===== config.mk =====
export PLATFORM = sky130hd
export DESIGN_NAME = scic_top
export DESIGN_NICKNAME = d
export VERILOG_FILES = /design/src/shared/scic_pkg.sv /design/src/core/scic_clkdiv.sv /design/src/core/scic_debounce.sv /design/src/core/scic_top.sv
export SDC_FILE = /design/constraint.sdc
export NUM_CORES = 1
export LEC_CHECK = 0
export BUFFER_PORTS_ARGS = -buffer_cell sky130_fd_sc_hd__buf_2
export CORE_ASPECT_RATIO = 1.1
export CORE_UTILIZATION = 40
export DETAILED_ROUTE_END_ITERATION = 7
export PLACE_DENSITY = 0.79
export SYNTH_ARGS = -nofsm -noshare
export SYNTH_HDL_FRONTEND = slang
export SYNTH_SLANG_ARGS = --single-unit

===== constraint.sdc =====
create_clock -name pclk -period 2 [get_ports pclk]
set_input_delay 0.2 -clock pclk [delete_from_list [all_inputs] [get_ports pclk]]
set_output_delay 0.2 -clock pclk [all_outputs]
set_load 0.05 [all_outputs]

===== src/shared/scic_pkg.sv =====
// Shared constants and types of the smart card interface control block.
package scic_pkg;

    // Timing.
    localparam int unsigned PCLK_HZ = 10_000_000;
    localparam int unsigned DEBOUNCE_MS = 8;
    localparam int unsigned DEBOUNCE_CYCLES = PCLK_HZ / 1000 * DEBOUNCE_MS;
    localparam int unsigned EXT_CLK_MAX_HZ = 18_000_000;
    localparam logic [1:0] DEACT_STEPS = 2'h3;

    // Divide select code to log2 of the ratio, two bits per code, code 0 in the low bits.
    localparam logic [7:0] DIV_LOG2_MAP = 8'hE4;

    // Register byte offsets.
    localparam logic [11:0] ADDR_CTRL = 12'h000;
    localparam logic [11:0] ADDR_STATUS = 12'h004;
    localparam logic [11:0] ADDR_IRQ_STAT = 12'h008;
    localparam logic [11:0] ADDR_IRQ_CLR = 12'h00C;
    localparam logic [11:0] ADDR_IRQ_EN = 12'h010;

    // Field positions.
    localparam int unsigned CTRL_SOFT_DEACT = 0;
    localparam int unsigned STAT_PRESENT = 0;
    localparam int unsigned STAT_ACTIVE = 1;
    localparam int unsigned STAT_LEVEL_5V = 2;
    localparam int unsigned STAT_FAULT = 3;
    localparam int unsigned STAT_DIV_LSB = 4;
    localparam int unsigned IRQ_PRES = 0;
    localparam int unsigned IRQ_OVERLOAD = 1;
    localparam int unsigned IRQ_OVERHEAT = 2;
    localparam int unsigned IRQ_SUPPLY = 3;
    localparam int unsigned IRQ_W = 4;

    // Reset values.
    localparam logic CTRL_RESET = 1'h0;
    localparam logic [3:0] IRQ_EN_RESET = 4'h0;

    typedef enum logic [1:0] {
        SCIC_IDLE,
        SCIC_ACTIVE,
        SCIC_DEACT
    } scic_fsm_t;

    typedef enum logic [1:0] {
        SCIC_DIR_IDLE,
        SCIC_DIR_HOST,
        SCIC_DIR_CARD
    } scic_dir_t;

    typedef struct packed {
        logic overload;
        logic overheat;
        logic supply_loss;
    } scic_fault_t;

    typedef struct packed {
        logic psel;
        logic penable;
        logic pwrite;
        logic [11:0] paddr;
        logic [31:0] pwdata;
    } scic_apb_req_t;

endpackage : scic_pkg


===== src/core/scic_clkdiv.sv =====
// Card clock divider driven from the sampled external clock.
`timescale 1ns/1ps
module scic_clkdiv #(
    parameter logic [7:0] DIV_MAP = scic_pkg::DIV_LOG2_MAP
) (
    // Clock and reset.
    input wire logic pclk,
    input wire logic presetn,
    // Control.
    input wire logic external_clock_in,
    input wire logic [1:0] divide_select,
    input wire logic run,
    // Card side.
    output logic card_clock_out
);

    typedef struct packed {
        logic prev;
        logic [2:0] cnt;
        logic div;
        logic clk;
    } scic_div_state_t;

    scic_div_state_t s;
    scic_div_state_t next_s;
    logic [1:0] log2_ratio;
    logic [2:0] half;
    logic rise;

    // The external clock is sampled, so it must stay below half the pclk rate.
    always_comb begin
        next_s = s;
        log2_ratio = DIV_MAP[{divide_select, 1'b0} +: 2];
        half = 3'(3'h1 << (log2_ratio - 2'h1));
        rise = external_clock_in & ~s.prev;
        next_s.prev = external_clock_in;
        if (!run) begin
            next_s.cnt = 3'h0;
            next_s.div = 1'b0;
        end else if (rise) begin
            if (s.cnt == half - 3'h1) begin
                next_s.cnt = 3'h0;
                next_s.div = ~s.div;
            end else begin
                next_s.cnt = s.cnt + 3'h1;
            end
        end
        if (log2_ratio == 2'h0) begin
            next_s.clk = run & external_clock_in;
        end else begin
            next_s.clk = run & next_s.div;
        end
    end

    always_ff @(posedge pclk or negedge presetn) begin
        if (!presetn) begin
            s <= '0;
        end else begin
            s <= next_s;
        end
    end

    assign card_clock_out = s.clk;

endmodule : scic_clkdiv


===== src/core/scic_debounce.sv =====
// Card presence debounce filter.
`timescale 1ns/1ps
module scic_debounce #(
    parameter int unsigned CYCLES = scic_pkg::DEBOUNCE_CYCLES
) (
    // Clock and reset.
    input wire logic pclk,
    input wire logic presetn,
    // Presence.
    input wire logic raw_present,
    output logic present
);

    localparam int unsigned CW = $clog2(CYCLES + 1);

    typedef struct packed {
        logic [CW-1:0] cnt;
        logic present;
    } scic_deb_state_t;

    scic_deb_state_t s;
    scic_deb_state_t next_s;

    // Removal is reported at once so that deactivation is never delayed.
    always_comb begin
        next_s = s;
        if (!raw_present) begin
            next_s.cnt = '0;
            next_s.present = 1'b0;
        end else if (!s.present) begin
            if (s.cnt == CW'(CYCLES - 1)) begin
                next_s.present = 1'b1;
            end else begin
                next_s.cnt = s.cnt + CW'(1);
            end
        end
    end

    always_ff @(posedge pclk or negedge presetn) begin
        if (!presetn) begin
            s <= '0;
        end else begin
            s <= next_s;
        end
    end

    assign present = s.present;

endmodule : scic_debounce


===== src/core/scic_top.sv =====
// Smart card interface control: activation, relay, faults, interrupt and APB registers.
//
// Functional notes
// - Card clock is external clock divided by 1, 2, 4 or 8.
// - Card clock comes only from the external clock through the divider.
// - Low on the active-low presence input means a card is inserted.
// - High on the active-high presence input means a card is inserted.
// - Insertion is reported only after a debounce of about 8 ms.
// - Card reset follows the host reset input.
// - Three open-drain serial lines are relayed both ways, idling high.
// - Overload, overheat, card removal or supply loss deactivate the card.
// - Presence changes and faults raise the interrupt.
// - Supply level select high asks 5 V, low asks 3 V.
// - Activation starts on a falling command edge with a card present.
// - The interrupt output is active low.
// - All card outputs are off while the host supply is low.
`timescale 1ns/1ps
module scic_top #(
    parameter int unsigned DEBOUNCE_CYCLES = scic_pkg::DEBOUNCE_CYCLES,
    parameter logic [7:0] DIV_MAP = scic_pkg::DIV_LOG2_MAP
) (
    // Clock and reset.
    input wire logic pclk,
    input wire logic presetn,
    // APB slave.
    input wire logic psel,
    input wire logic penable,
    input wire logic pwrite,
    input wire logic [11:0] paddr,
    input wire logic [31:0] pwdata,
    output logic [31:0] prdata,
    output logic pready,
    output logic pslverr,
    // Host control pins.
    input wire logic external_clock_in,
    input wire logic divide_select_lsb,
    input wire logic divide_select_msb,
    input wire logic card_supply_level_select,
    input wire logic activation_command_n,
    input wire logic host_reset_in,
    input wire logic host_supply_ok,
    output logic interrupt_n,
    // Presence and fault inputs.
    input wire logic card_presence_in_n,
    input wire logic card_presence_in,
    input wire scic_pkg::scic_fault_t fault_in,
    // Host side serial lines: 0 serial, 1 aux a, 2 aux b.
    input wire logic [2:0] host_line_in,
    output logic [2:0] host_line_out,
    output logic [2:0] host_line_oe,
    // Card side serial lines: 0 card_serial_line, 1 card_aux_line_a, 2 card_aux_line_b.
    input wire logic [2:0] card_line_in,
    output logic [2:0] card_line_out,
    output logic [2:0] card_line_oe,
    // Card power and control.
    output logic card_clock_out,
    output logic card_reset_out,
    output logic card_supply_en,
    output logic card_supply_5v
);

    typedef struct packed {
        scic_pkg::scic_fsm_t fsm;
        logic [1:0] step;
        logic prev_cmd_n;
        logic prev_present;
        scic_pkg::scic_fault_t prev_fault;
        logic soft_deact;
        logic [scic_pkg::IRQ_W-1:0] irq_stat;
        logic [scic_pkg::IRQ_W-1:0] irq_en;
        logic irq_n;
        logic card_reset;
        logic supply_en;
        logic supply_5v;
        scic_pkg::scic_dir_t [2:0] dir;
        logic [31:0] prdata;
        logic pslverr;
    } scic_top_state_t;

    scic_top_state_t s;
    scic_top_state_t next_s;
    scic_pkg::scic_apb_req_t req;
    scic_pkg::scic_fault_t fault_now;
    logic raw_present;
    logic present;
    logic any_fault;
    logic link_on;
    logic setup;
    logic wr;
    logic cmd_fall;
    logic [scic_pkg::IRQ_W-1:0] ev;
    logic [scic_pkg::IRQ_W-1:0] clr;
    logic [31:0] rdata;
    logic hit;
    logic next_run;
    logic link_next;

    assign req = '{psel: psel, penable: penable, pwrite: pwrite, paddr: paddr, pwdata: pwdata};

    // Either presence input may signal a card; the unused one is strapped inactive.
    assign raw_present = ~card_presence_in_n | card_presence_in;

    scic_debounce #(
        .CYCLES(DEBOUNCE_CYCLES)
    ) u_debounce (
        .pclk(pclk),
        .presetn(presetn),
        .raw_present(raw_present),
        .present(present)
    );

    scic_clkdiv #(
        .DIV_MAP(DIV_MAP)
    ) u_clkdiv (
        .pclk(pclk),
        .presetn(presetn),
        .external_clock_in(external_clock_in),
        .divide_select({divide_select_msb, divide_select_lsb}),
        .run(next_run),
        .card_clock_out(card_clock_out)
    );

    // A host supply drop counts as supply loss alongside the card supply fault.
    always_comb begin
        fault_now = fault_in;
        fault_now.supply_loss = fault_in.supply_loss | ~host_supply_ok;
        any_fault = fault_now.overload | fault_now.overheat | fault_now.supply_loss;
    end

    assign setup = req.psel & ~req.penable;
    assign wr = req.psel & req.penable & req.pwrite;
    assign cmd_fall = s.prev_cmd_n & ~activation_command_n;
    assign link_on = (s.fsm == scic_pkg::SCIC_ACTIVE);

    // Read mux and address decode.
    always_comb begin
        rdata = 32'h00000000;
        hit = 1'b1;
        case (req.paddr)
            scic_pkg::ADDR_CTRL: begin
                rdata[scic_pkg::CTRL_SOFT_DEACT] = s.soft_deact;
            end
            scic_pkg::ADDR_STATUS: begin
                rdata[scic_pkg::STAT_PRESENT] = present;
                rdata[scic_pkg::STAT_ACTIVE] = link_on;
                rdata[scic_pkg::STAT_LEVEL_5V] = s.supply_5v;
                rdata[scic_pkg::STAT_FAULT] = any_fault;
                rdata[scic_pkg::STAT_DIV_LSB +: 2] = {divide_select_msb, divide_select_lsb};
            end
            scic_pkg::ADDR_IRQ_STAT: begin
                rdata[scic_pkg::IRQ_W-1:0] = s.irq_stat;
            end
            scic_pkg::ADDR_IRQ_CLR: begin
                rdata = 32'h00000000;
            end
            scic_pkg::ADDR_IRQ_EN: begin
                rdata[scic_pkg::IRQ_W-1:0] = s.irq_en;
            end
            default: begin
                hit = 1'b0;
            end
        endcase
    end

    // Events that set sticky interrupt status bits.
    always_comb begin
        ev = '0;
        ev[scic_pkg::IRQ_PRES] = present ^ s.prev_present;
        ev[scic_pkg::IRQ_OVERLOAD] = fault_now.overload & ~s.prev_fault.overload;
        ev[scic_pkg::IRQ_OVERHEAT] = fault_now.overheat & ~s.prev_fault.overheat;
        ev[scic_pkg::IRQ_SUPPLY] = fault_now.supply_loss & ~s.prev_fault.supply_loss;
        clr = '0;
        if (wr && req.paddr == scic_pkg::ADDR_IRQ_CLR) begin
            clr = req.pwdata[scic_pkg::IRQ_W-1:0];
        end
    end

    always_comb begin
        next_s = s;
        next_s.prev_cmd_n = activation_command_n;
        next_s.prev_present = present;
        next_s.prev_fault = fault_now;

        // Register writes take effect in the access phase.
        if (wr && req.paddr == scic_pkg::ADDR_CTRL) begin
            next_s.soft_deact = req.pwdata[scic_pkg::CTRL_SOFT_DEACT];
        end
        if (wr && req.paddr == scic_pkg::ADDR_IRQ_EN) begin
            next_s.irq_en = req.pwdata[scic_pkg::IRQ_W-1:0];
        end
        // A new event beats a clear written in the same cycle.
        next_s.irq_stat = (s.irq_stat & ~clr) | ev;

        // Read data and error are settled in the setup phase, ready for the access edge.
        if (setup) begin
            next_s.prdata = req.pwrite ? 32'h00000000 : rdata;
            next_s.pslverr = ~hit;
        end

        case (s.fsm)
            scic_pkg::SCIC_IDLE: begin
                next_s.step = 2'h0;
                if (cmd_fall && present && !any_fault && !s.soft_deact) begin
                    next_s.fsm = scic_pkg::SCIC_ACTIVE;
                end
            end
            scic_pkg::SCIC_ACTIVE: begin
                if (any_fault || !present || activation_command_n || s.soft_deact) begin
                    next_s.fsm = scic_pkg::SCIC_DEACT;
                    next_s.step = 2'h0;
                end
            end
            scic_pkg::SCIC_DEACT: begin
                // Reset drops first, then the clock stops, then the supply goes off.
                if (s.step == scic_pkg::DEACT_STEPS - 2'h1) begin
                    next_s.fsm = scic_pkg::SCIC_IDLE;
                end else begin
                    next_s.step = s.step + 2'h1;
                end
            end
            default: begin
                next_s.fsm = scic_pkg::SCIC_IDLE;
            end
        endcase

        next_s.card_reset = (next_s.fsm == scic_pkg::SCIC_ACTIVE) & host_reset_in;
        // The divider gets the next run state, so the card clock stops on the same edge
        // as the supply when the host supply drops.
        next_run = host_supply_ok & ((next_s.fsm == scic_pkg::SCIC_ACTIVE) |
            (next_s.fsm == scic_pkg::SCIC_DEACT && next_s.step == 2'h0));
        // A supply cut by undervoltage stays off for the rest of the deactivation.
        next_s.supply_en = host_supply_ok & ((next_s.fsm == scic_pkg::SCIC_ACTIVE) |
            (next_s.fsm == scic_pkg::SCIC_DEACT && s.supply_en));
        next_s.supply_5v = card_supply_level_select;

        // Direction is won by whichever side pulls low first, which stops the relay
        // from latching on its own echo.
        // Lines let go on the edge the link leaves the active state, no later than the supply drops.
        link_next = (next_s.fsm == scic_pkg::SCIC_ACTIVE);
        for (int i = 0; i < 3; i++) begin
            case (s.dir[i])
                scic_pkg::SCIC_DIR_IDLE: begin
                    if (link_next && !host_line_in[i]) begin
                        next_s.dir[i] = scic_pkg::SCIC_DIR_HOST;
                    end else if (link_next && !card_line_in[i]) begin
                        next_s.dir[i] = scic_pkg::SCIC_DIR_CARD;
                    end
                end
                scic_pkg::SCIC_DIR_HOST: begin
                    if (!link_next || host_line_in[i]) begin
                        next_s.dir[i] = scic_pkg::SCIC_DIR_IDLE;
                    end
                end
                scic_pkg::SCIC_DIR_CARD: begin
                    if (!link_next || card_line_in[i]) begin
                        next_s.dir[i] = scic_pkg::SCIC_DIR_IDLE;
                    end
                end
                default: begin
                    next_s.dir[i] = scic_pkg::SCIC_DIR_IDLE;
                end
            endcase
        end

        next_s.irq_n = ~|(next_s.irq_stat & next_s.irq_en);
    end

    always_ff @(posedge pclk or negedge presetn) begin
        if (!presetn) begin
            s <= '0;
            s.fsm <= scic_pkg::SCIC_IDLE;
            s.prev_cmd_n <= 1'b1;
            s.soft_deact <= scic_pkg::CTRL_RESET;
            s.irq_en <= scic_pkg::IRQ_EN_RESET;
            s.irq_n <= 1'b1;
        end else begin
            s <= next_s;
        end
    end

    // Open-drain pads: each side only ever pulls low, the pull-up gives the high level.
    genvar g;
    generate
        for (g = 0; g < 3; g++) begin : g_line
            assign card_line_out[g] = 1'b0;
            assign card_line_oe[g] = (s.dir[g] == scic_pkg::SCIC_DIR_HOST);
            assign host_line_out[g] = 1'b0;
            assign host_line_oe[g] = (s.dir[g] == scic_pkg::SCIC_DIR_CARD);
        end
    endgenerate

    assign pready = req.psel & req.penable;
    assign prdata = s.prdata;
    assign pslverr = s.pslverr;
    assign interrupt_n = s.irq_n;
    assign card_reset_out = s.card_reset;
    assign card_supply_en = s.supply_en;
    assign card_supply_5v = s.supply_5v & s.supply_en;

endmodule : scic_top


== Yosys cells after proc, flatten, opt, wreduce, memory -nomap -nowiden ==
Cells that the tools add are included.

* Add/sub/neg operators: 5
* Equality and inequality tests: 29
* Shifts and indexed selects: 2
* Mux-type cells: 37
* Bitwise gates (word level): 35
* Reductions and logical operators: 47

{| class="wikitable"
|+ Operators by type and width
! kind !! count
|-
| $mux 18 || 2
|-
| $mux 2 || 16
|-
| $pmux 2 s3 || 5
|-
| $eq 12x4->1 const B || 2
|-
| $mux 4 || 5
|-
| $add 17x1->17 const B || 1
|-
| $eq 17x17->1 const B || 1
|-
| $mux 17 || 1
|-
| $and 1x1->1 || 14
|-
| $logic_and 1x1->1 || 14
|-
| $eq 12x3->1 const B || 1
|-
| $eq 12x5->1 const B || 1
|-
| $eq 2x2->1 const B || 6
|-
| $logic_not 12->1 || 1
|-
| $logic_not 2->1 || 6
|-
| $ne 2x1->1 const B || 6
|-
| $logic_not 1->1 || 11
|-
| $eq 2x1->1 const B || 5
|-
| $not 1->1 || 10
|-
| $logic_or 1x1->1 || 9
|-
| $ne 3x3->1 const B || 3
|-
| $pmux 3 s3 || 1
|-
| $reduce_and 3->1 || 3
|-
| $and 4x4->4 || 2
|-
| other kinds (19) || 29
|}

* Register bits after elaboration: 85
* Input port bits: 67
* Output and inout bits: 51

== Depth between registers and ports, before layout ==
* Word-level depth: 15
* Mapped depth: 7
* Gate-level depth less buffers: 7

== Hierarchy ==
From an unflattened synthesis, not the netlist that was laid out.

* Cell total of the unflattened synthesis: 356
* Area total of the unflattened synthesis: 3363.2 sq um

{| class="wikitable"
|+ By module, submodules not included
! module !! instances !! cells each !! area each (sq um) !! sequential area each (sq um)
|-
| scic_top || 1 || 211 || 1978.1 || 878.3
|-
| scic_debounce || 1 || 102 || 967.2 || 450.4
|-
| scic_clkdiv || 1 || 43 || 417.9 || 150.1
|}

== Worst setup path before layout ==
No wires, ideal clock.

* Path type: in2reg
* From: in paddr[1]
* To: reg s, in the netlist interrupt_n
* Setup time: 0.067 ns
* Arrival: 2.037 ns
* Data required time: 1.933 ns
* Slack: -0.104 ns
* Stages on the path: 5
* Buffers on the path: 0
* Path through: or4_1 > nor4_1 > mux2_2 > a22o_1 > nor2_1

{| class="wikitable"
|+ RTL lines
! element !! RTL line !! source
|-
| start: declaration || scic_top.sv:29 || <nowiki>input wire logic [11:0] paddr,</nowiki>
|-
| end signal: assignment || scic_top.sv:277 || <nowiki>s <= next_s;</nowiki>
|-
| end: declaration || scic_top.sv:80 || <nowiki>scic_top_state_t s;</nowiki>
|}

== Final worst setup path ==
* From: in activation_command_n
* To: reg u_clkdiv.s[2] in the netlist's numbering

* Longest elaborated chain between the ends: 12
* Elaborated cells on any way between the ends: 19
* Classes of those cells: eq/ne (3); mux (5); bitwise (4); reduce/logical (7)

{| class="wikitable"
|+ RTL lines
! element !! RTL line !! source
|-
| start: declaration || scic_top.sv:39 || <nowiki>input wire logic activation_command_n,</nowiki>
|-
| $not 1->1 || scic_top.sv:132 || <nowiki>assign cmd_fall = s.prev_cmd_n & ~activation_command_n;</nowiki>
|-
| $and 1x1->1 || scic_top.sv:132 ||
|-
| $logic_and 1x1->1 (3 in series) || scic_top.sv:203 || <nowiki>if (cmd_fall && present && !any_fault && !s.soft_deact) begin</nowiki>
|-
| $mux 2 || scic_top.sv:203 ||
|-
| $pmux 2 s3 || scic_top.sv:200 || <nowiki>case (s.fsm)</nowiki>
|-
| $eq 2x2->1 || scic_top.sv:230 || <nowiki>(next_s.fsm == scic_pkg::SCIC_DEACT && next_s.step == 2'h0));</nowiki>
|-
| $logic_and 1x1->1 || scic_top.sv:230 ||
|-
| $or 1x1->1 (*) || scic_top.sv:229 || <nowiki>next_run = host_supply_ok & ((next_s.fsm == scic_pkg::SCIC_ACTIVE) |</nowiki>
|-
| $and 1x1->1 (*) || scic_top.sv:229 ||
|-
| $ne 2x2->1 (no line) / $mux 4 (equally long branches) || - ||
|-
| end signal: assignment || scic_clkdiv.sv:59 || <nowiki>s <= next_s;</nowiki>
|-
| end: declaration || scic_clkdiv.sv:24 || <nowiki>scic_div_state_t s;</nowiki>
|}

Every way passes the cells marked *; elsewhere a longest branch is shown, timed or not.
A chain may end at the register's enable or synchronous reset.

==> results.toml <==
[detailed_routing]
drc = 0
routed_wl_um = 6570
dr_wl_met2_um = 3380
avgViaCountPerCell = 4.81
vias = 2485
firstDrtPassIters = 4
drtAntennaViolNets = 0
drt_iter0_markers = 110
met1_length_um = 2850
wl_per_cell_um = 12.7
wl_met3_um = 258
maxUsedRoutingLayer = "met4"

[grt]
gr-total-overflow = 0
grt_usage_pct = 16.8
grt_pass1_vias = 2411
antenna_found_initial = 0
grt_start_max_net_pins = 40
grt_pass1_wl_um = 10800

[setup_path]
path_cells = "dlygate4sd3_1 -> buf_2 -> or4b_4 -> or3_1 -> buf_4 -> o21ai_2 -> and3_1"
cpMaxStageDelayCell = "dlygate4sd3_1"
cp_slowest_stage_delay_ps = 540
cp.arrival_ps = 2190
cp_max_fo = 5
path_delay_family = "simple AND/OR/NAND/NOR gates"
crit_path_end_kind = "flop"
cp.required_ps = 2270
crit_type = "primary input to flop"
critPathLaunchType = "primary input"
critPathBufInv = 3

[timing]
setup_tns_ps = 0
hold_viol_final = 0
tightest_slew_ps = 565
post-route-period-util_pct = 96.1
min_period_ps = 1920
fin_skew_ps = 9.33
rsz0062_at_grt = "no"
setup_violations = 0
fmax_mhz = 520
maxSlewViolCount = 0
relSlewSlack_pct = 62.1

[synthesis]
synthTopCellsByArea = "dfrtp_1 (44%), buf_4 (8.8%), nor2_1 (3.8%)"
synth_xor_area_share_pct = 4.58
synthSimpleGateAreaFrac_pct = 22.2
synth_warnings = 0
synth.distinct_cells = 56
ys_seq_elements = 59
synth_largest_area_cell = "dfrtp_1"
synth_edf_count = 0
avgSynthCellArea_um2 = 9.93
syn_inst = 327
synthMuxAreaShare_pct = 3.04
netlist_top_cells_count = "dfrtp_1 (57), buf_4 (38), nor2_1 (33)"
synth_top_family_by_area = "simple AND/OR/NAND/NOR gates"
synth_top_area_share_pct = 43.9
mappedNetlistArea_mm2 = 0.00325
ys_seq_area_share_pct = 45.5
synthAdderAreaFrac_pct = 2.70
synthFlopType = "dfrtp_1"
synthArstFlopShare_pct = 100
yosysMostFrequentCell = "dfrtp_1"
synth_compound_area_share_pct = 10.4

[pwr]
p_per_area_mw_per_mm2 = 760
p_sw_share_pct = 26.0
power.leakage_nw = 1.88
ir_drop_mv = 0.317
power.share.sequential_pct = 42.7
internal_power_mw = 2.21
comb_power_share_pct = 13.2
switchingPower_mw = 0.777
pwr-share-clk_pct = 44.1

[clock_network]
clock-root-buffer = "clkbuf_8"
clk_pin_slew_ps = 60
cts_max_level = 3
numCtsBuffers = 9
post_cts_buffers = 0
cts_sinks = 59
cts_tree = "built"
clk-insertion-delay-late_ps = 340
clk_path_buf_depth = 2

[min_path]
hold_class = "primary input to flop"

[layout]
n_fill_cell = 709
syn2layout_area_growth_pct = 20.8
nNetsFinal = 478
final-seq-area_mm2 = 0.00148
instances_no_fill = 517
drive_above_1_share_pct = 28.6
antenna_cells = 0
multi_input_area_mm2 = 0.00154

[floorplanning]
die_area_mm2 = 0.00849
dieHeight_um = 96.5
core_mm2 = 0.00787
fp.dieW_um = 87.9
initial_core_util_pct = 41.3
core.rowCount = 34
ios = 118

[status]
status = "finished, final reports clean"

[run]
maxCapViolCount = 0

[placement]
hpwlAfterDp_um = 4990
gp_congestion = 0.797
dp.cells = 498
io_buffers = 57
## registers in the layout (all words and copies together), names as in the netlist
signal and flops:
s 25, u_debounce.s 17, prdata 6, u_clkdiv.s 5, card_reset_out 1, card_supply_en 1, interrupt_n 1, pslverr 1
u_clkdiv.card_clock_out 1, u_debounce.present 1
## path summary, 6_finish.rpt
kind | from | slack, ps | depth (start not counted) | endpoint
min | card_line_in[2] | 20 | 2 | s[38]
max reg2reg | u_debounce.present | 200 | 5 | u_clkdiv.s[2]
max in group asynchronous | presetn | 1010 | 3 | interrupt_n
min in group asynchronous | presetn | 350 | 2 | u_debounce.s[17]
min reg2reg | s[35] | 460 | 1 | s[36]
max | activation_command_n | 80 | 7 | u_clkdiv.s[2]
## worst register-to-register path: cells and delay by family (launching register included)
family | cells | cell delay (ps)
DFF | 1 | 470
and+or+nand+nor | 3 | 1030
AOI/OAI and AO/OA | 1 | 80
buffers and inverters | 1 | 160
## power by group through the flow
| stage | Sequential [mW] | Combinational, mW | Clock [mW] |
|---|---|---|---|
| 2_1_floorplan | 1.28 | 0.313 | 0 |
| 3_3_place_gp | 1.29 | 0.375 | 0 |
| 3_5_place_dp | 1.29 | 0.390 | 0 |
| 4_1_cts | 1.27 | 0.396 | 1.34 |
| 5_1_grt | 1.28 | 0.433 | 1.40 |
| 6_report | 1.28 | 0.394 | 1.31 |
## cell type report
type | count | share of cell area, %
Timing Repair Buffer | 81 | 12.4
Clock inverter | 5 | 2.55
Tap cell | 108 | 3.44
Multi-Input combinational cell | 240 | 39.1
Inverter | 13 | 1.24
Sequential cell | 59 | 37.7
Clock buffer | 11 | 3.60
## through the flow
step	power [mW]	hold WS, ps	worst slack [ps]	cell area [um^2]	utilization, %
after global placement	1.67	186	-157	3650	46.4
after detailed placement	1.68	195	-203	3650	46.4
after floorplan	1.60	-95.6	-17.6	3380	-
final	2.98	17.6	78.6	3930	49.9
after global routing	3.11	11.0	18.6	3930	49.9
after CTS	3.01	3.65	86.3	3920	49.8
## cells in the final DEF, fill, tap and decap left out, types with 6 or more instances in the layout
cell	synthesis	final
dfrtp_1	57	57
buf_2	0	57
nor2_1	33	33
conb_1	1	32
buf_4	38	20
nand2_1	17	17
nor2b_1	16	16
inv_1	13	13
xnor2_1	12	12
a21oi_1	10	10
clkbuf_8	0	10
o21ai_0	9	9
nor3_1	10	9
mux2_2	7	7
ha_1	7	7
and2_1	6	6
## cell families (layout without fill, tap and decap cells)
| family | after synthesis | count (layout) |
|---|---|---|
| flops | 59 | 59 |
| mux | 9 | 9 |
| buf+inv | 59 | 110 |
| xor+xnor | 17 | 17 |
| other cells | 1 | 32 |
| compound gates | 48 | 48 |
| fa+ha+maj | 7 | 7 |
| simple gates | 127 | 127 |
## repair_timing
item,4_1_cts,5_1_grt
endpoints found under the setup margin,0,1
hold endpoints to repair,21,0
gates resized for setup,0,1
hold buffers,3,0
## per-layer routing
metal / up-vias / global-route usage, %
met4: 0 / 6.56
met3: 13 / 4.42
li1: 1229 / -
met2: 61 / 29.2
met5: - / 0
met1: 1182 / 19.8
(Power assumes the default switching activity.)
